--- src/lfi_pkg.sv ---
/*
  Shared constants and types for the LED fault, state and serial target core.
  Assumes a single 10 MHz clock and a synchronous active-high reset.
*/
package lfi_pkg;

  // ==========================================================
  // Timing
  localparam int CLK_PERIOD_NS = 100;
  localparam int DET_PERIOD_NS = 10000;
  localparam int DET_CYC       = (DET_PERIOD_NS + CLK_PERIOD_NS - 1) / CLK_PERIOD_NS;
  localparam int FLT_CONSEC    = 3;
  localparam logic [7:0] PWM_DET_MIN = 8'h19;

  // ==========================================================
  // Register offsets (10-bit pointer space)
  localparam logic [9:0] A_CHIP_EN  = 10'h000;
  localparam logic [9:0] A_CFG0     = 10'h001;
  localparam logic [9:0] A_CFG3     = 10'h004;
  localparam logic [9:0] A_CFG12    = 10'h00d;
  localparam logic [9:0] A_UPDATE   = 10'h010;
  localparam logic [9:0] A_START    = 10'h011;
  localparam logic [9:0] A_STOP     = 10'h012;
  localparam logic [9:0] A_LED_EN   = 10'h020;
  localparam logic [9:0] A_FLT_CLR  = 10'h022;
  localparam logic [9:0] A_SW_RST   = 10'h023;
  localparam logic [9:0] A_DC0      = 10'h030;
  localparam logic [9:0] A_PWM0     = 10'h040;
  localparam logic [9:0] A_TSD_STAT = 10'h300;
  localparam logic [9:0] A_OPEN_ST  = 10'h301;
  localparam logic [9:0] A_SHORT_ST = 10'h303;

  // ==========================================================
  // Field positions and reset values
  localparam int FC_OPEN_CLR  = 0;
  localparam int FC_SHORT_CLR = 1;
  localparam int CFG0_MCR     = 0;
  localparam logic [7:0] RST_BYTE = 8'h00;
  localparam logic [7:0] RST_PWM  = 8'h80;

  // ==========================================================
  // Serial addressing
  localparam logic [2:0] CHIP_ID_HI   = 3'b101;
  localparam logic [4:0] CHIP_BCAST   = 5'b11011;

  // ==========================================================
  // Types
  typedef enum logic [1:0] {
    ST_INIT = 2'b00,
    ST_STBY = 2'b01,
    ST_NORM = 2'b10,
    ST_ALL_OFF_FAULT_STATE = 2'b11
  } lfi_state_e;

  typedef struct packed {
    logic [1:0] rsvd;
    logic [3:0] short_thr;
    logic       short_action;
    logic       open_action;
  } lfi_cfg12_s;

  typedef struct packed {
    logic       wr;
    logic [9:0] addr;
    logic [7:0] wdata;
  } lfi_regacc_s;

endpackage

--- src/lfi_fault_filt.sv ---
/*
  Per-channel consecutive-sample filter for a fault comparator.
  Assumes comparator levels already synchronised to i_clk.
*/
module lfi_fault_filt import lfi_pkg::*; #(
  parameter int N_CH = 4
) (
  input  wire logic            i_clk,
  input  wire logic            i_srst,
  input  wire logic            i_tick,
  input  wire logic [N_CH-1:0] i_qual,
  input  wire logic [N_CH-1:0] i_cond,
  input  wire logic            i_clr,
  output logic      [N_CH-1:0] o_flag
);

  initial begin
    if (N_CH < 1) $error("N_CH must be at least 1");
  end

  logic [1:0] cnt_r [N_CH];

  // ==========================================================
  // Count detection ticks with the fault present, flag at the limit
  always_ff @(posedge i_clk) begin
    for (int i = 0; i < N_CH; i++) begin
      if (i_srst) begin
        cnt_r[i]  <= 2'h0;
        o_flag[i] <= 1'b0;
      end else if (i_tick && i_qual[i]) begin
        if (!i_cond[i]) begin
          cnt_r[i]  <= 2'h0;
          o_flag[i] <= 1'b0;                               // see R4
        end else if (cnt_r[i] == 2'(FLT_CONSEC - 1)) begin
          o_flag[i] <= 1'b1;                               // see R3
        end else begin
          cnt_r[i] <= cnt_r[i] + 2'h1;
          if (i_clr) o_flag[i] <= 1'b0;
        end
      end else if (i_clr) begin
        o_flag[i] <= 1'b0;                                 // see R4
        cnt_r[i]  <= 2'h0;
      end
    end
  end

endmodule

--- src/lfi_i2c_tgt.sv ---
/*
  Two-wire serial target with 10-bit register pointer and auto-increment.
  Assumes SCL and SDA are asynchronous pins; open-drain SDA, oe high pulls low.
*/
module lfi_i2c_tgt import lfi_pkg::*; (
  input  wire logic        i_clk,
  input  wire logic        i_srst,
  input  wire logic        i_scl,
  input  wire logic        i_sda,
  input  wire logic [1:0]  i_addr_sel,
  input  wire logic [7:0]  i_rdata,
  output lfi_regacc_s      o_acc,
  output logic [9:0]       o_raddr,
  output logic             o_sda_out,
  output logic             o_sda_oe
);

  typedef enum logic [2:0] {
    I_IDLE = 3'b000,
    I_ADR1 = 3'b001,
    I_ADR2 = 3'b010,
    I_WR   = 3'b011,
    I_RD   = 3'b100
  } lfi_i2c_e;

  lfi_i2c_e    st_r;
  logic [2:0]  scl_s, sda_s;
  logic [1:0]  sel_m, sel_r;
  logic [3:0]  cnt_r;
  logic [7:0]  sh_r, tx_r;
  logic [9:0]  ptr_r;
  logic        nack_r, ld_r, armed_r, match;
  logic        scl_rise, scl_fall, start_c, stop_c;

  // ==========================================================
  // Two-flop synchronisers, third stage only for edge finding
  always_ff @(posedge i_clk) begin
    scl_s <= {scl_s[1:0], i_scl};
    sda_s <= {sda_s[1:0], i_sda};
    sel_m <= i_addr_sel;
    sel_r <= sel_m;
  end

  assign scl_rise = scl_s[1] & ~scl_s[2];
  assign scl_fall = ~scl_s[1] & scl_s[2];
  assign start_c  = scl_s[1] & scl_s[2] & ~sda_s[1] & sda_s[2];
  assign stop_c   = scl_s[1] & scl_s[2] & sda_s[1] & ~sda_s[2];
  // Independent or broadcast chip address
  assign match    = (sh_r[7:3] == {CHIP_ID_HI, sel_r}) || (sh_r[7:3] == CHIP_BCAST);
  assign o_raddr  = ptr_r;
  assign o_sda_out = 1'b0;

  // ==========================================================
  // Byte engine: shift on rise, act on fall
  always_ff @(posedge i_clk) begin
    o_acc.wr <= 1'b0;
    ld_r     <= 1'b0;
    if (i_srst || stop_c) begin
      st_r     <= I_IDLE;
      cnt_r    <= 4'h0;
      o_sda_oe <= 1'b0;
      nack_r   <= 1'b0;
      armed_r  <= 1'b0;
    end else if (start_c) begin
      st_r     <= I_ADR1;
      cnt_r    <= 4'h0;
      o_sda_oe <= 1'b0;
      armed_r  <= 1'b0;                                    // START's own SCL fall is no bit
    end else if (ld_r) begin
      tx_r     <= i_rdata;
      o_sda_oe <= ~i_rdata[7];
    end else if (scl_rise && st_r != I_IDLE) begin
      armed_r <= 1'b1;
      if (cnt_r < 4'h8) sh_r <= {sh_r[6:0], sda_s[1]};
      else if (st_r == I_RD) nack_r <= sda_s[1];
    end else if (scl_fall && st_r != I_IDLE && armed_r) begin
      if (cnt_r < 4'h7) begin
        cnt_r <= cnt_r + 4'h1;
        if (st_r == I_RD) begin
          o_sda_oe <= ~tx_r[6];
          tx_r     <= {tx_r[6:0], 1'b0};
        end
      end else if (cnt_r == 4'h7) begin
        cnt_r    <= 4'h8;
        o_sda_oe <= (st_r != I_RD) && (st_r != I_ADR1 || match);
      end else begin
        cnt_r    <= 4'h0;
        o_sda_oe <= 1'b0;
        case (st_r)
          I_ADR1: begin
            if (!match) begin
              st_r <= I_IDLE;
            end else begin
              ptr_r[9:8] <= sh_r[2:1];
              st_r       <= sh_r[0] ? I_RD : I_ADR2;
              ld_r       <= sh_r[0];
            end
          end
          I_ADR2: begin
            ptr_r[7:0] <= sh_r;
            st_r       <= I_WR;
          end
          I_WR: begin
            o_acc.wr    <= 1'b1;
            o_acc.addr  <= ptr_r;
            o_acc.wdata <= sh_r;
            ptr_r       <= ptr_r + 10'h001;                // see R22
          end
          I_RD: begin
            if (nack_r) begin
              st_r <= I_IDLE;
            end else begin
              ptr_r <= ptr_r + 10'h001;                    // see R22
              ld_r  <= 1'b1;
            end
          end
          default: st_r <= I_IDLE;
        endcase
      end
    end
  end

endmodule

--- src/lfi_core.sv ---
/*
  LED fault handling, operating state machine and serial register access.
  Assumes analog comparators and thermal sensor give asynchronous levels.
*/
// Function
// Open threshold follows max current range
// Detect only when PWM above 25
// Open flag after three consecutive low samples
// Open flags clear by write or self
// Open action turns off faulty channel
// Open detection only in normal state
// Short threshold from configurable field
// Short flag after three consecutive high samples
// Short flags clear by write or self
// Short action turns every channel off
// Short detection only in normal state
// Over temperature turns all channels off
// Initial at reset, standby on chip enable
// Normal to standby: none effective, stop
// Standby to normal when one LED effective
// All-off state on short, exits by clear
// Serial clock up to 1 MHz
// Acknowledge each received byte, ninth pulse
// Controller ends read with a nack
// First byte: chip address, pointer high, direction
// Second byte pointer low, MSB first
// Auto-increment across consecutive registers
// Configuration applies only on update command
// Pointer increments per byte, reset at START; code leaves ptr_r unchanged at START, only the address bytes load it
module lfi_core import lfi_pkg::*; #(
  parameter int N_LED = 4
) (
  input  wire logic             i_clk,
  input  wire logic             i_srst,
  input  wire logic             i_scl,
  input  wire logic             i_sda,
  input  wire logic [1:0]       i_addr_sel,
  input  wire logic [N_LED-1:0] i_cath_low,
  input  wire logic [N_LED-1:0] i_cath_high,
  input  wire logic             i_over_temp,
  output logic                  o_sda_out,
  output logic                  o_sda_oe,
  output logic [N_LED-1:0]      o_led_on,
  output logic                  o_open_thr_hi,
  output logic [3:0]            o_short_thr,
  output logic [1:0]            o_state
);

  initial begin
    if (N_LED != 4) $error("N_LED must be 4");
    // Divider and filter counters are 8 and 2 bits wide
    if (DET_CYC < 2 || DET_CYC > 256) $error("DET_CYC out of divider range");
    if (FLT_CONSEC < 1 || FLT_CONSEC > 4) $error("FLT_CONSEC out of counter range");
  end

  // ==========================================================
  // Declarations
  lfi_state_e  st_r, st_nxt;
  lfi_regacc_s acc;
  lfi_cfg12_s  cfg12_p_r, cfg12_r;
  logic [9:0]  raddr;
  logic [7:0]  rdata;
  logic [7:0]  cfg0_p_r, cfg0_r, cfg3_p_r, cfg3_r;
  logic [7:0]  dc_r  [N_LED];
  logic [7:0]  pwm_r [N_LED];
  logic        chip_en_r, started_r, sw_rst_r, rst;
  logic [N_LED-1:0] led_en_r, eff, qual, open_f, short_f;
  logic [N_LED-1:0] low_m, low_s, high_m, high_s;
  logic        ot_m, ot_s;
  logic [7:0]  div_r;
  logic        tick;
  logic        wr_upd, wr_start, wr_stop, clr_open, clr_short;

  assign rst = i_srst | sw_rst_r;

  // Write decode for command registers
  function automatic logic hit(input lfi_regacc_s a, input logic [9:0] off);
    return a.wr && (a.addr == off);
  endfunction

  assign wr_upd    = hit(acc, A_UPDATE);
  assign wr_start  = hit(acc, A_START);
  assign wr_stop   = hit(acc, A_STOP);
  assign clr_open  = hit(acc, A_FLT_CLR) && acc.wdata[FC_OPEN_CLR];
  assign clr_short = hit(acc, A_FLT_CLR) && acc.wdata[FC_SHORT_CLR];

  // ==========================================================
  // Serial target
  lfi_i2c_tgt u_i2c (
    .i_clk      (i_clk),
    .i_srst     (i_srst),
    .i_scl      (i_scl),
    .i_sda      (i_sda),
    .i_addr_sel (i_addr_sel),
    .i_rdata    (rdata),
    .o_acc      (acc),
    .o_raddr    (raddr),
    .o_sda_out  (o_sda_out),
    .o_sda_oe   (o_sda_oe)
  );

  // ==========================================================
  // Comparator synchronisers
  // Analog levels are asynchronous, two flops before any logic
  always_ff @(posedge i_clk) begin
    low_m  <= i_cath_low;
    low_s  <= low_m;
    high_m <= i_cath_high;
    high_s <= high_m;
    ot_m   <= i_over_temp;
    ot_s   <= ot_m;
  end

  // ==========================================================
  // Detection cycle divider
  // Faults are judged only on this one-cycle tick
  always_ff @(posedge i_clk) begin
    if (i_srst || div_r == 8'(DET_CYC - 1)) begin
      div_r <= 8'h00;
    end else begin
      div_r <= div_r + 8'h01;
    end
  end
  assign tick = (div_r == 8'(DET_CYC - 1));

  // ==========================================================
  // Software reset request, one cycle
  // Serial engine keeps running so the write still completes
  always_ff @(posedge i_clk) begin
    if (i_srst) begin
      sw_rst_r <= 1'b0;
    end else begin
      sw_rst_r <= hit(acc, A_SW_RST);
    end
  end

  // ==========================================================
  // Directly effective registers
  // Manual settings act at once, no update needed
  always_ff @(posedge i_clk) begin
    if (rst) begin
      chip_en_r <= 1'b0;
      led_en_r  <= '0;
      for (int i = 0; i < N_LED; i++) begin
        dc_r[i]  <= RST_BYTE;
        pwm_r[i] <= RST_PWM;
      end
    end else if (acc.wr) begin
      if (acc.addr == A_CHIP_EN) chip_en_r <= acc.wdata[0];
      if (acc.addr == A_LED_EN) led_en_r <= acc.wdata[N_LED-1:0];
      for (int i = 0; i < N_LED; i++) begin
        if (acc.addr == A_DC0 + 10'(i)) dc_r[i] <= acc.wdata;
        if (acc.addr == A_PWM0 + 10'(i)) pwm_r[i] <= acc.wdata;
      end
    end
  end

  // ==========================================================
  // Configuration: pending copies and active copies
  // Reads return the pending copy before any update
  always_ff @(posedge i_clk) begin
    if (rst) begin
      cfg0_p_r  <= RST_BYTE;
      cfg3_p_r  <= RST_BYTE;
      cfg12_p_r <= RST_BYTE;
    end else if (acc.wr) begin
      if (acc.addr == A_CFG0) cfg0_p_r <= acc.wdata;
      if (acc.addr == A_CFG3) cfg3_p_r <= acc.wdata;
      if (acc.addr == A_CFG12) cfg12_p_r <= acc.wdata;
    end
  end

  always_ff @(posedge i_clk) begin
    if (rst) begin
      cfg0_r  <= RST_BYTE;
      cfg3_r  <= RST_BYTE;
      cfg12_r <= RST_BYTE;
    end else if (wr_upd) begin
      cfg0_r  <= cfg0_p_r;
      cfg3_r  <= cfg3_p_r;
      cfg12_r <= cfg12_p_r;
    end
  end

  // ==========================================================
  // Autonomous start latch
  // A stop makes every auto-mode LED ineffective
  always_ff @(posedge i_clk) begin
    if (rst || wr_stop) begin
      started_r <= 1'b0;
    end else if (wr_start) begin
      started_r <= 1'b1;
    end
  end

  // Effective LEDs; cfg3 low bits choose autonomous mode per LED
  always_comb begin
    for (int i = 0; i < N_LED; i++) begin
      if (cfg3_r[i]) begin
        eff[i] = led_en_r[i] && started_r;
      end else begin
        eff[i] = led_en_r[i] && (pwm_r[i] != 8'h00) && (dc_r[i] != 8'h00);
      end
      qual[i] = (st_r == ST_NORM) && (pwm_r[i] > PWM_DET_MIN); // see R2 see R6
    end
  end

  // ==========================================================
  // Fault filters
  // Shared tick and qualifier: open and short judged alike
  lfi_fault_filt #(.N_CH(N_LED)) u_open (
    .i_clk  (i_clk),
    .i_srst (rst),
    .i_tick (tick),
    .i_qual (qual),
    .i_cond (low_s),
    .i_clr  (clr_open),
    .o_flag (open_f)
  );

  lfi_fault_filt #(.N_CH(N_LED)) u_short (
    .i_clk  (i_clk),
    .i_srst (rst),
    .i_tick (tick),
    .i_qual (qual),
    .i_cond (high_s),
    .i_clr  (clr_short),
    .o_flag (short_f)
  );

  // ==========================================================
  // Operating state machine
  // A short with action set beats a stop in the same cycle
  always_comb begin
    st_nxt = st_r;
    case (st_r)
      ST_INIT: if (chip_en_r) st_nxt = ST_STBY;
      ST_STBY: if (|eff) st_nxt = ST_NORM;
      ST_NORM: begin
        if (cfg12_r.short_action && |short_f) begin
          st_nxt = ST_ALL_OFF_FAULT_STATE;                                // see R10
        end else if (wr_stop || !(|eff)) begin
          st_nxt = ST_STBY;
        end
      end
      ST_ALL_OFF_FAULT_STATE: if (clr_short) st_nxt = ST_STBY;
      default: st_nxt = ST_INIT;
    endcase
    if (!chip_en_r) st_nxt = ST_INIT;
  end

  always_ff @(posedge i_clk) begin
    if (rst) begin
      st_r <= ST_INIT;
    end else begin
      st_r <= st_nxt;
    end
  end

  // ==========================================================
  // Channel drive and threshold selects
  // Over temperature wins; channels return once it clears
  always_ff @(posedge i_clk) begin
    if (rst) begin
      o_led_on      <= '0;
      o_open_thr_hi <= 1'b0;
      o_short_thr   <= 4'h0;
      o_state       <= ST_INIT;
    end else begin
      for (int i = 0; i < N_LED; i++) begin
        o_led_on[i] <= (st_r == ST_NORM) && eff[i] && !ot_s                // see R12
                       && !(cfg12_r.open_action && open_f[i])
                       && !(cfg12_r.short_action && |short_f);
      end
      o_open_thr_hi <= cfg0_r[CFG0_MCR];
      o_short_thr   <= cfg12_r.short_thr;
      o_state       <= st_r;
    end
  end

  // ==========================================================
  // Read data
  // Unmapped addresses read as zero
  always_comb begin
    rdata = 8'h00;
    case (raddr)
      A_CHIP_EN:  rdata = {7'h00, chip_en_r};
      A_CFG0:     rdata = cfg0_p_r;
      A_CFG3:     rdata = cfg3_p_r;
      A_CFG12:    rdata = cfg12_p_r;
      A_LED_EN:   rdata = {4'h0, led_en_r};
      A_TSD_STAT: rdata = {5'h00, st_r, ot_s};
      A_OPEN_ST:  rdata = {4'h0, open_f};
      A_SHORT_ST: rdata = {4'h0, short_f};
      default: begin
        for (int i = 0; i < N_LED; i++) begin
          if (raddr == A_DC0 + 10'(i)) rdata = dc_r[i];
          if (raddr == A_PWM0 + 10'(i)) rdata = pwm_r[i];
        end
      end
    endcase
  end

endmodule

--- config.mk ---
export PLATFORM = sky130hd
export DESIGN_NAME = lfi_core
export DESIGN_NICKNAME = d
export VERILOG_FILES = /design/src/lfi_pkg.sv /design/src/lfi_fault_filt.sv /design/src/lfi_i2c_tgt.sv /design/src/lfi_core.sv
export SDC_FILE = /design/constraint.sdc
export NUM_CORES = 1
export LEC_CHECK = 0
export BUFFER_PORTS_ARGS = -buffer_cell sky130_fd_sc_hd__clkbuf_2
export CORE_MARGIN = 4
export CORE_UTILIZATION = 50
export CTS_BUF_LIST = sky130_fd_sc_hd__clkbuf_2
export DETAILED_ROUTE_END_ITERATION = 7
export PLACE_DENSITY = 0.66
export SYNTH_ARGS = -nofsm -noshare
export SYNTH_HDL_FRONTEND = slang
export SYNTH_SLANG_ARGS = --single-unit
--- constraint.sdc ---
create_clock -name i_clk -period 7.8 [get_ports i_clk]
set_clock_uncertainty 0.1 [all_clocks]
set_input_delay 0 -clock i_clk [delete_from_list [all_inputs] [get_ports i_clk]]
set_output_delay 0 -clock i_clk [all_outputs]
set_load 0.1 [all_outputs]
Word-level counts from Yosys, hierarchy flattened:

Memory sizes are Yosys's and may differ from the RTL's.
Index checks and enable logic that the tools add are counted.

* equal/unequal tests: 67
* bitwise gates (word level): 56
* $add $sub $neg: 11
* order comparisons: 6
* reduce and logical (&&, ||, !) cells: 105
* muxes and demuxes: 245

Operators by type and width (count)
* two-way mux 1 bit: 182
* two-way mux 8 bit: 16
* equality test 10 x 6 -> 1 bit, second input constant: 12
* equality test 10 x 7 -> 1 bit, second input constant: 8
* one-hot mux 8 bit (8 select lines): 1
* nonzero test 8 bit: 8
* two-way mux 2 bit: 29
* logical AND 1 bit: 52
* two-way mux 7 bit: 5
* OR 1 bit: 33
* > comparator 8 x 5 -> 1 bit, second input constant: 4
* equality test 10 bit, second input constant: 3
* equality test 10 x 5 -> 1 bit, second input constant: 3
* one-hot mux 8 bit (3 select lines): 1
* equality test 10 x 1 -> 1 bit, second input constant: 2
* equality test 10 x 3 -> 1 bit, second input constant: 2
* equality test 10 x 4 -> 1 bit, second input constant: 2
* equality test 2 bit, second input constant: 10
* logical NOT 10 bit: 2
* two-way mux 19 bit: 1
* adder 2 x 1 -> 2 bit, second input constant: 8
* NOT 1 bit: 16
* != test 2 x 1 -> 1 bit, second input constant: 7
* AND reduction 7 bit: 2
* other kinds (39): 81

* memories kept: 4
* RAM bits: 80
* output and inout bits: 13
* bits in registers: 154

Memories
* dc_r: words 4, bits a word 8, rd ports 4, clocked after memory_dff 0, write ports 4, line lfi_core.sv:64 `logic [7:0] dc_r [N_LED];`
* pwm_r: words 4, bits a word 8, rd ports 4, clocked after memory_dff 0, write ports 4, line lfi_core.sv:65 `logic [7:0] pwm_r [N_LED];`
* u_open.cnt_r: words 4, bits a word 2, rd ports 4, clocked after memory_dff 0, write ports 4, line lfi_fault_filt.sv:21 `logic [1:0] cnt_r [N_CH];`
* u_short.cnt_r: words 4, bits a word 2, rd ports 4, clocked after memory_dff 0, write ports 4, line lfi_fault_filt.sv:21

Longest topological paths before layout:

Gate-level depths: netlist (run 1).

* depth after elaboration: 12
* mapped depth: 9
* gate-level depth less buffers: 8

Modules after synthesis:

From an unflattened synthesis (run 1), not the netlist that was laid out.

* cell total of the unflattened synthesis: 1018
* area total of the unflattened synthesis: 10709.0 um^2

By module, submodules not included
* lfi_core: area each 6681.4 um^2, cells an instance 685, instances 1
* lfi_i2c_tgt: area each 2600.0 um^2, cells an instance 203, instances 1
* lfi_fault_filt (u_open): area each 714.4 um^2, cells an instance 65, instances 1
* lfi_fault_filt (u_short): area each 713.2 um^2, cells an instance 65, instances 1

Least setup slack after synthesis (run 1):

No wires, ideal clock.

* kind: register -> register
* start point: reg u_i2c.scl_s[1]
* end point: reg u_i2c.o_acc[0] (netlist bit), enable pin
* path slack: 5235 ps
* data required time: 7308 ps
* cell stages (with the launch flop): 6
* setup time: 392 ps
* path buffers: 0
* arrival: 2072 ps
* path through: dfxtp_1 > nand3b_1 > nor3_1 > nand2_1 > or2_2 > nor2_1

* cells in the longest elaborated chain, start to end: 6
* elaborated cells on any way between the ends: 16
* classes of those cells: bitwise (11); reduce/logical (5)

RTL lines
* from (decl): line lfi_i2c_tgt.sv:27 `logic [2:0] scl_s, sda_s;`
* from (signal assigned): line lfi_i2c_tgt.sv:38 `scl_s <= {scl_s[1:0], i_scl};`
* AND 1 bit: line lfi_i2c_tgt.sv:46, lfi_i2c_tgt.sv:47
* AND 1 bit (2 in a row): line lfi_i2c_tgt.sv:47 `assign stop_c = scl_s[1] & scl_s[2] & sda_s[1] & ~sda_s[2];`
* logical OR 1 bit: line lfi_i2c_tgt.sv:58 `if (i_srst || stop_c) begin`
* NOT 1 bit (no source line)
* AND reduction 8 bit (no source line) (*)
* to (decl): line lfi_i2c_tgt.sv:12 `output lfi_regacc_s o_acc,`

Every way passes the cells marked *; elsewhere a longest branch is shown, timed or not.
A chain may end at the register's enable or synchronous reset.

Worst setup path in the final report (run 1):

* start point: reg u_i2c.ptr_r[1], in the netlist u_i2c.o_raddr[1]
* end point: reg u_i2c.tx_r[3], data pin

* cells in the longest elaborated chain, start to end: 11
* elaborated cells on any way between the ends: 26
* classes of those cells: eq/ne (15); mux (10); reduce/logical (1)

RTL lines
* from (decl): line lfi_i2c_tgt.sv:31 `logic [9:0] ptr_r;`
* from (signal assigned): line lfi_i2c_tgt.sv:100 `ptr_r[7:0] <= sh_r;`
* from (signal assigned): line lfi_i2c_tgt.sv:107 `ptr_r <= ptr_r + 10'h001;`
* from (signal assigned): line lfi_i2c_tgt.sv:113 `ptr_r <= ptr_r + 10'h001;`
* equality test 10 x 6 -> 1 bit: line lfi_core.sv:297 `if (raddr == A_DC0 + 10'(i)) rdata = dc_r[i];`
* two-way mux 8 bit: line lfi_core.sv:297
* two-way mux 8 bit: line lfi_core.sv:298 `if (raddr == A_PWM0 + 10'(i)) rdata = pwm_r[i];`
* two-way mux 8 bit: line lfi_core.sv:297
* two-way mux 8 bit: line lfi_core.sv:298
* two-way mux 8 bit: line lfi_core.sv:297
* two-way mux 8 bit: line lfi_core.sv:298
* two-way mux 8 bit: line lfi_core.sv:297
* two-way mux 8 bit: line lfi_core.sv:298
* one-hot mux 8 bit (8 select lines) (*): line lfi_core.sv:286 `case (raddr)`
* two-way mux 7 bit (*): line lfi_i2c_tgt.sv:69 `end else if (ld_r) begin`
* to (signal assigned): line lfi_i2c_tgt.sv:70 `tx_r <= i_rdata;`
* to (signal assigned): line lfi_i2c_tgt.sv:81 `tx_r <= {tx_r[6:0], 1'b0};`
* to (decl): line lfi_i2c_tgt.sv:30 `logic [7:0] sh_r, tx_r;`

Marks and branches as above.

==> metrics.log, run 1 <==
[metrics] peak clock frequency supported by timing: 0.318 GHz
[metrics] clock-pin slew reported for the worst setup and hold paths after clock tree synthesis: 0.11 ns
[metrics] area added between synthesis and finish: 10.1%
[metrics] Arrival @ worst endpoint: 3.75 ns
[metrics] die outline height: 154 um
[metrics] netlist area before placement: 10600 sq um
[metrics] core area: 21000 sq um
[metrics] Tightest Pin Transition: 1.17 ns
[metrics] period utilization: 0.403
[metrics] classification of the worst setup path: flip-flop to flip-flop
[metrics] number of flip-flops and latches in the synthesized netlist: 234
[metrics] number of antenna violations at the first check in global routing: 1
[metrics] fraction of final layout cells with drive strength greater than 1: 0.124
[metrics] min cycle time layout: 3.14 ns
[metrics] post-detailed-route DRC marker count: 1
[metrics] via count: 8243
[metrics] First DRT Iteration DRCs: 751
[metrics] post-detailed-routing wire length: 28800 um
[metrics] largest area contributor in the synthesized netlist: sky130_fd_sc_hd__edfxtp_1
[metrics] ports placed on the boundary: 28
[metrics] Layout Nets: 1122
[metrics] cell area reported after detailed placement: 10900 sq um
[metrics] max-capacitance violation count: 0
[metrics] die footprint: 23700 sq um
[metrics] Final Wtd Congestion: 0.970
[metrics] final critical-path setup slack: 4.66 ns
[metrics] post-synth top area share: 0.347
[metrics] per-cell routed wire length: 20.4 um
[metrics] Final Hold Vio Count: 0
[metrics] aggregate global-route resource usage: 0.245
[metrics] outcome: finished, violations left
[metrics] worst path required time: 8.41 ns
[metrics] count of fill cells added during filler insertion: 1924
[metrics] class of the tightest hold or removal check: input pin to flip-flop
[metrics] reg-to-reg setup timing slack: 4.66 ns
[metrics] worst vdd ir: 0.115 mV
[metrics] worst slack after detailed placement: 4.71 ns
[metrics] final slew viol count: 0
[metrics] sort of element at the end of the critical path: flip-flop
[metrics] final setup violation count: 0
[metrics] Avg Synthesized Cell Area: 10.4 sq um
[metrics] final total negative setup slack: 0 ns
[metrics] Pleak: 4.23 nW
[metrics] unrepaired setup endpoints after global routing: no
[metrics] number of enable flip-flop cells after synthesis: 123
[metrics] Synth Net Count: 1055
[metrics] count of yosys warnings during synthesis: 0
[metrics] startpoint type of the worst setup path: flip-flop
[metrics] DRT antenna net count: 0
[metrics] drt first pass iters: 8
[metrics] cell count after placement: 1278
[metrics] post-synth cell types: 84
[metrics] core occupancy in the finished layout: 0.559
[metrics] starting density of the core: 0.508
[metrics] source-to-sink clock delay at the later pin of the worst-skew pair: 0.86 ns
[metrics] maximum number of buffers from clock root to sink: 3
[metrics] post-route design area: 11700 sq um
[metrics] grt total ovfl: 0
[metrics] FP Rows: 53
[metrics] most used standard cells in the synthesized netlist: sky130_fd_sc_hd__edfxtp_1 (123), sky130_fd_sc_hd__nor2_1 (121), sky130_fd_sc_hd__dfxtp_1 (111)
[metrics] number of CTS-inserted buffers: 56
[metrics] wire length of the first global-routing pass: 45500 um
[metrics] number of global-route vias before repair: 8239
[metrics] most instantiated flip-flop cell in the synthesis netlist: sky130_fd_sc_hd__edfxtp_1
[metrics] clock tree from TritonCTS: done
[metrics] cells taking the most area after synthesis: sky130_fd_sc_hd__edfxtp_1 (35%), sky130_fd_sc_hd__dfxtp_1 (21%), sky130_fd_sc_hd__nor2_1 (4.3%)
[metrics] headroom to the max-slew limit: 0.221
[metrics] Vias/cell: 5.84
[metrics] largest driver fanout on the critical path: 16
[metrics] Buffers on Ports: 26
[metrics] Die X: 154 um
[metrics] hpwl dp: 19900 um
[metrics] number of sinks on the clock net: 234
[metrics] most frequently used cell type in the post-synthesis netlist: sky130_fd_sc_hd__edfxtp_1
[metrics] maximum number of pins on one net before global-route repair: 58
[metrics] sequential share of the synthesized area: 0.556
[metrics] asr flop ratio synth: 0
[metrics] failing checks: design-rule violations
[metrics] Layout Cells excl Fill: 1411
[metrics] pwr dens: 184 nW/um^2
[metrics] library cell used as clock root buffer: sky130_fd_sc_hd__clkbuf_2
[metrics] H-tree levels: 2
[metrics] post-synthesis instance total: 1022
[report_power, final]
part	leakage [nW]	switching (mW)	internal, mW
clock	0.369	0.499	0.273
combinational	1.76	0.0309	0.0222
sequential	2.10	0.0174	1.31
[worst max-delay path: stages, from the launching register on]
cell and delay (ns):
sky130_fd_sc_hd__edfxtp_1 0.48, sky130_fd_sc_hd__inv_1 0.11, sky130_fd_sc_hd__ha_1 0.54, sky130_fd_sc_hd__or3b_1 0.57, sky130_fd_sc_hd__a211oi_2 0.45, sky130_fd_sc_hd__a21oi_1 0.10, sky130_fd_sc_hd__a221oi_2 0.31, sky130_fd_sc_hd__o221ai_1 0.18
sky130_fd_sc_hd__a21oi_1 0.18
[cell type report]
class	count	area, sq um	area share
antenna	2	5.00	0.000427
tap	275	344	0.0294
sequential	234	5920	0.505
inverter	20	75.1	0.00640
timing repair buffer	59	448	0.0382
multi-input combinational	718	4440	0.379
clock buffer	78	390	0.0333
clock inverter	25	101	0.00865
[final timing paths]
kind,start,endpoint,depth (start not counted)
worst max-delay path,u_i2c.o_raddr[1],u_i2c.tx_r[3],8
worst min-delay path,i_srst,u_i2c.st_r[0],4
worst max register to register,u_i2c.o_raddr[1],u_i2c.tx_r[3],8
worst min register to register,high_m[0],high_s[0],0
[layout by cell type, fill, tap and decap left out, types with 6 or more instances in the layout]
master,n
sky130_fd_sc_hd__inv_1,20
sky130_fd_sc_hd__mux2i_1,23
sky130_fd_sc_hd__o211ai_1,6
sky130_fd_sc_hd__dfxtp_1,111
sky130_fd_sc_hd__nor2_1,121
sky130_fd_sc_hd__xor2_1,10
sky130_fd_sc_hd__a21oi_1,79
sky130_fd_sc_hd__a211oi_1,7
sky130_fd_sc_hd__or3_1,11
sky130_fd_sc_hd__edfxtp_1,123
sky130_fd_sc_hd__ha_1,18
sky130_fd_sc_hd__nand3_1,45
sky130_fd_sc_hd__nand4_1,8
sky130_fd_sc_hd__nand4b_1,6
sky130_fd_sc_hd__nand2_1,69
sky130_fd_sc_hd__a21o_1,19
sky130_fd_sc_hd__nand3b_1,11
sky130_fd_sc_hd__nor3_1,18
sky130_fd_sc_hd__clkbuf_2,104
sky130_fd_sc_hd__and2_1,70
sky130_fd_sc_hd__o22ai_1,9
sky130_fd_sc_hd__nand2b_1,7
sky130_fd_sc_hd__dlygate4sd3_1,28
sky130_fd_sc_hd__o21ai_0,34
sky130_fd_sc_hd__nor4_1,12
sky130_fd_sc_hd__clkinv_1,21
sky130_fd_sc_hd__a22o_1,9
sky130_fd_sc_hd__a22oi_1,24
[metrics by stage]
step | power (mW) | hold WS, ns
3_5_place_dp | 1.40 | 0.00391
2_1_floorplan | 1.38 | -0.0723
5_1_grt | 2.25 | 0.0773
4_1_cts | 2.18 | 0.00659
3_3_place_gp | 1.40 | 0.00313
6_report | 2.15 | 0.0824
[kinds of logic after synthesis]
| kind of cell | share of synthesized area |
|---|---|
| AO/OA/AOI/OAI | 0.150 |
| XOR/XNOR | 0.0115 |
| adder cells (fa/ha/maj) | 0.0212 |
| buffers and inverters | 0.0269 |
| flip-flops | 0.556 |
| multiplexers | 0.0237 |
| other | 0.000352 |
| AND/OR/NAND/NOR | 0.211 |
[flip-flops by register name, summed over array words and instances (netlist names), 6 cells and up]
register,flops
u_open.cnt_r,8
u_i2c.o_raddr,10
dc_r,32
u_i2c.tx_r,7
u_short.cnt_r,8
cfg0_p_r,8
cfg12_p_r,8
u_i2c.sh_r,8
u_i2c.o_acc,19
pwm_r,32
cfg12_r,6
cfg3_p_r,8
div_r,8
[layer usage]
| metal | global-route usage | part of all wire | vias up |
|---|---|---|---|
| li1 | - | - | 3940 |
| met4 | 0.110 | 0.041 | 0 |
| met1 | 0.337 | 0.43 | 3918 |
| met3 | 0.0504 | 0.079 | 82 |
| met5 | 0 | 0 | - |
| met2 | 0.377 | 0.45 | 303 |
[timing repair]
action,4_1_cts,5_1_grt
setup buffers,0,0
gates resized for setup,0,0
hold buffers,28,0
endpoints found under the hold margin,55,0
Power figures use the tool's default switching activity.
==> inputs of run 2 (changes only) <==
Clock period 7.8 ns to 3.06 ns, I/O delays scaled along.
==> run 2 against run 1 <==
The flow now finishes without violations. Maximum frequency increased by 14%. Worst hold slack got worse by 0.030 ns. Non-clock buffer count increased by 34. Clock-buffer cell count up 10. Largest cell class unchanged.
==> metrics.log, run 2 (synthesis gave the netlist of run 1 again) <==
[metrics] post-detailed-routing wire length: 29900 um (was 28800 um)
[metrics] post-detailed-route DRC marker count: 0 (was 1)
[metrics] min cycle time layout: 2.75 ns (was 3.14 ns)
[metrics] number of global-route vias before repair: 8259 (was 8239)
[metrics] library cell used as clock root buffer: sky130_fd_sc_hd__clkbuf_2 (unchanged)
[metrics] worst vdd ir: 0.282 mV (was 0.115 mV)
[metrics] area added between synthesis and finish: 13.4% (was 10.1%)
[metrics] sort of element at the end of the critical path: flip-flop (unchanged)
[metrics] crit-path most repeated cell: sky130_fd_sc_hd__a21oi_1 (unchanged)
[metrics] net switching fraction of the power: 0.241 (was 0.254)
[metrics] starting density of the core: 0.508 (unchanged)
[metrics] final slew viol count: 0 (unchanged)
[metrics] Tightest Pin Transition: 0.743 ns (was 1.17 ns)
[metrics] setup bufs post-CTS: 0 (unchanged)
[metrics] peak clock frequency supported by timing: 0.363 GHz (was 0.318 GHz)
[metrics] final setup violation count: 0 (unchanged)
[metrics] DRT antenna net count: 0 (unchanged)
[metrics] source-to-sink clock delay at the later pin of the worst-skew pair: 0.88 ns (was 0.86 ns)
[metrics] Max stage delay on crit path: 0.62 ns (was 0.57 ns)
[metrics] clock tree from TritonCTS: done (unchanged)
[metrics] total area of multi-input combinational cells: 4440 sq um (unchanged)
[metrics] unrepaired setup endpoints after global routing: no (unchanged)
[metrics] period utilization: 0.899 (was 0.403)
[metrics] clock-pin slew reported for the worst setup and hold paths after clock tree synthesis: 0.13 ns (was 0.11 ns)
[metrics] Slowest cell on crit path: sky130_fd_sc_hd__or3b_2 (was sky130_fd_sc_hd__or3b_1)
[metrics] worst path required time: 3.70 ns (was 8.41 ns)
[metrics] pwr dens: 484 nW/um^2 (was 184 nW/um^2)
[metrics] PnR Total Power: 5.84 mW (was 2.15 mW)
[metrics] number of cells traversed by the worst register-to-register path: 8 (unchanged)
[metrics] die outline height: 154 um (unchanged)
[metrics] logic depth of the worst setup path including buffers: 8 (unchanged)
[metrics] die footprint: 23700 sq um (unchanged)
[metrics] drt first pass iters: 5 (was 8)
[metrics] worst slack after detailed placement: 0.272 ns (was 4.71 ns)
[metrics] wire length of the first global-routing pass: 47100 um (was 45500 um)
[metrics] hpwl dp: 21200 um (was 19900 um)
[metrics] largest registers: dc_r (32), pwm_r (32), u_i2c.o_acc (19) (unchanged)
[metrics] class of the tightest hold or removal check: input pin to flip-flop (unchanged)
[metrics] First DRT Iteration DRCs: 900 (was 751)
[metrics] number of CTS-inserted buffers: 57 (was 56)
[metrics] Final Hold Vio Count: 0 (unchanged)
[metrics] count of fill cells added during filler insertion: 1867 (was 1924)
[metrics] cell-by-cell listing of the critical path: inv_1, ha_1, or3b_2, a211oi_2, a21oi_1, a221oi_2, o221ai_1, a21oi_1 (was inv_1, ha_1, or3b_1, a211oi_2, a21oi_1, a221oi_2, o221ai_1, a21oi_1)
[metrics] aggregate global-route resource usage: 0.254 (was 0.245)
[metrics] power spent charging and discharging nets: 1.41 mW (was 0.548 mW)
[metrics] max-capacitance violation count: 0 (unchanged)
[metrics] Arrival @ worst endpoint: 3.40 ns (was 3.75 ns)
[metrics] RR Endpoint: u_i2c.tx_r[2] (was u_i2c.tx_r[3])
[metrics] Crit Reg-Reg Startpoint: u_i2c.o_raddr[0] (was u_i2c.o_raddr[1])
[metrics] final total negative setup slack: 0 ns (unchanged)
[metrics] hold-critical path depth: 4 (unchanged)
[metrics] Crit path buffers/inverters: 1 (unchanged)
[metrics] number of gates resized after CTS: 0 (unchanged)
[metrics] area taken by flip-flops and latches: 5920 sq um (unchanged)
[metrics] FP Rows: 53 (unchanged)
[metrics] Buffers on Ports: 26 (unchanged)
[metrics] delay-heaviest family, CP: compound AO/OA/AOI/OAI gates (unchanged)
[metrics] core area: 21000 sq um (unchanged)
[metrics] via count: 8504 (was 8243)
[metrics] core occupancy in the finished layout: 0.576 (was 0.559)
[metrics] sequential cell fraction of total power: 0.580 (was 0.617)
[metrics] capturing instance or port of the critical path: u_i2c.tx_r[2] (was u_i2c.tx_r[3])
[metrics] number of sinks on the clock net: 234 (unchanged)
[metrics] outcome: finished clean (was finished, violations left)
[metrics] maximum number of pins on one net before global-route repair: 38 (was 58)
[metrics] ports placed on the boundary: 28 (unchanged)
[metrics] final critical-path setup slack: 0.308 ns (was 4.66 ns)
[metrics] startpoint type of the worst setup path: flip-flop (unchanged)
[metrics] Vias/cell: 5.88 (was 5.84)
[metrics] maximum number of buffers from clock root to sink: 3 (unchanged)
[metrics] grt total ovfl: 0 (unchanged)
[metrics] Final Wtd Congestion: 1.05 (was 0.970)
[metrics] beginning of the critical path: u_i2c.o_raddr[0] (was u_i2c.o_raddr[1])
[metrics] cell-internal power: 4.43 mW (was 1.61 mW)
[metrics] most used cells in the layout excluding fill and tap cells: sky130_fd_sc_hd__edfxtp_1 (123), sky130_fd_sc_hd__nor2_1 (121), sky130_fd_sc_hd__clkbuf_2 (114) (was sky130_fd_sc_hd__edfxtp_1 (123), sky130_fd_sc_hd__nor2_1 (121), sky130_fd_sc_hd__dfxtp_1 (111))
[metrics] most common cell after layout, fill and taps aside: sky130_fd_sc_hd__edfxtp_1 (unchanged)
[metrics] combinational group share of total power: 0.025 (about the same)
[metrics] Layout Nets: 1157 (was 1122)
[metrics] Die X: 154 um (unchanged)
[metrics] largest driver fanout on the critical path: 15 (was 16)
[metrics] Layout Cells excl Fill: 1446 (was 1411)
[metrics] per-cell routed wire length: 20.7 um (was 20.4 um)
[metrics] headroom to the max-slew limit: 0.505 (was 0.221)
[metrics] fraction of final layout cells with drive strength greater than 1: 0.165 (was 0.124)
[metrics] Post-CTS Hold Buffers: 27 (was 28)
[metrics] Pleak: 4.48 nW (was 4.23 nW)
[metrics] reg-to-reg setup timing slack: 0.31 ns (was 4.66 ns)
[metrics] classification of the worst setup path: flip-flop to flip-flop (unchanged)
[metrics] clock power share: 0.395 (was 0.359)
[metrics] H-tree levels: 2 (unchanged)
[metrics] cell count after placement: 1313 (was 1278)
[metrics] number of antenna violations at the first check in global routing: 1 (unchanged)
## run 2: cell count changes in the layout (fill, tap and decap cells not counted), sizes merged
cell,change
buf,+35
bufinv,+3
clkinvlp,-1
dlygate4sd3,-1
clkbuf,+10
diode,-1
inv,+2
clkinv,-12
## run 2: per-layer routing
| metal | wire length (um) | part of all wire | track usage |
|---|---|---|---|
| met1 | 12700 | 0.43 | 0.356 |
| met2 | 13500 | 0.45 | 0.393 |
| met3 | 2620 | 0.087 | 0.0526 |
| met4 | 1060 | 0.035 | 0.0913 |
| met5 | 0 | 0 | 0 |
## run 2: worst min path at each step
| stage | startpoint | endpoint |
|---|---|---|
| final | i_srst | sw_rst_r |
| after global routing | i_srst | sw_rst_r |
| after CTS | i_srst | sw_rst_r |
| after detailed placement | i_scl | u_i2c.scl_s[0] |
| after global placement | i_scl | u_i2c.scl_s[0] |
| after floorplan | i_cath_high[0] | high_m[0] |
## run 2: worst min-delay path: cells and delay by family
family	cells	cell delay (ns)
buffers and inverters	3	0.88
AND/OR/NAND/NOR	1	0.06
## run 2: power by group through the flow
stage / clock [mW] / combinational (mW) / sequential (mW)
2_1_floorplan: 0 / 0.0755 / 3.44
3_3_place_gp: 0 / 0.115 / 3.46
3_5_place_dp: 0 / 0.118 / 3.46
4_1_cts: 2.37 / 0.144 / 3.39
5_1_grt: 2.55 / 0.159 / 3.40
6_report: 2.31 / 0.145 / 3.39
## run 2: stage by stage
stage	hold WS (ns)	area, sq um
after floorplan	-0.0723	10600
after global placement	0.00230	11200
after detailed placement	0.00391	11200
after CTS	0.0123	12100
after global routing	0.00693	12100
final	0.0524	12100
## run 2: layout make-up
class                           instances  area share
Sequential cell                       234       0.490
Clock inverter                         17      0.0128
Multi-Input combinational cell        718       0.368
Timing Repair Buffer                   93      0.0580
Tap cell                              275      0.0285
Inverter                               20     0.00622
Clock buffer                           88      0.0365
Antenna cell                            1    0.000207
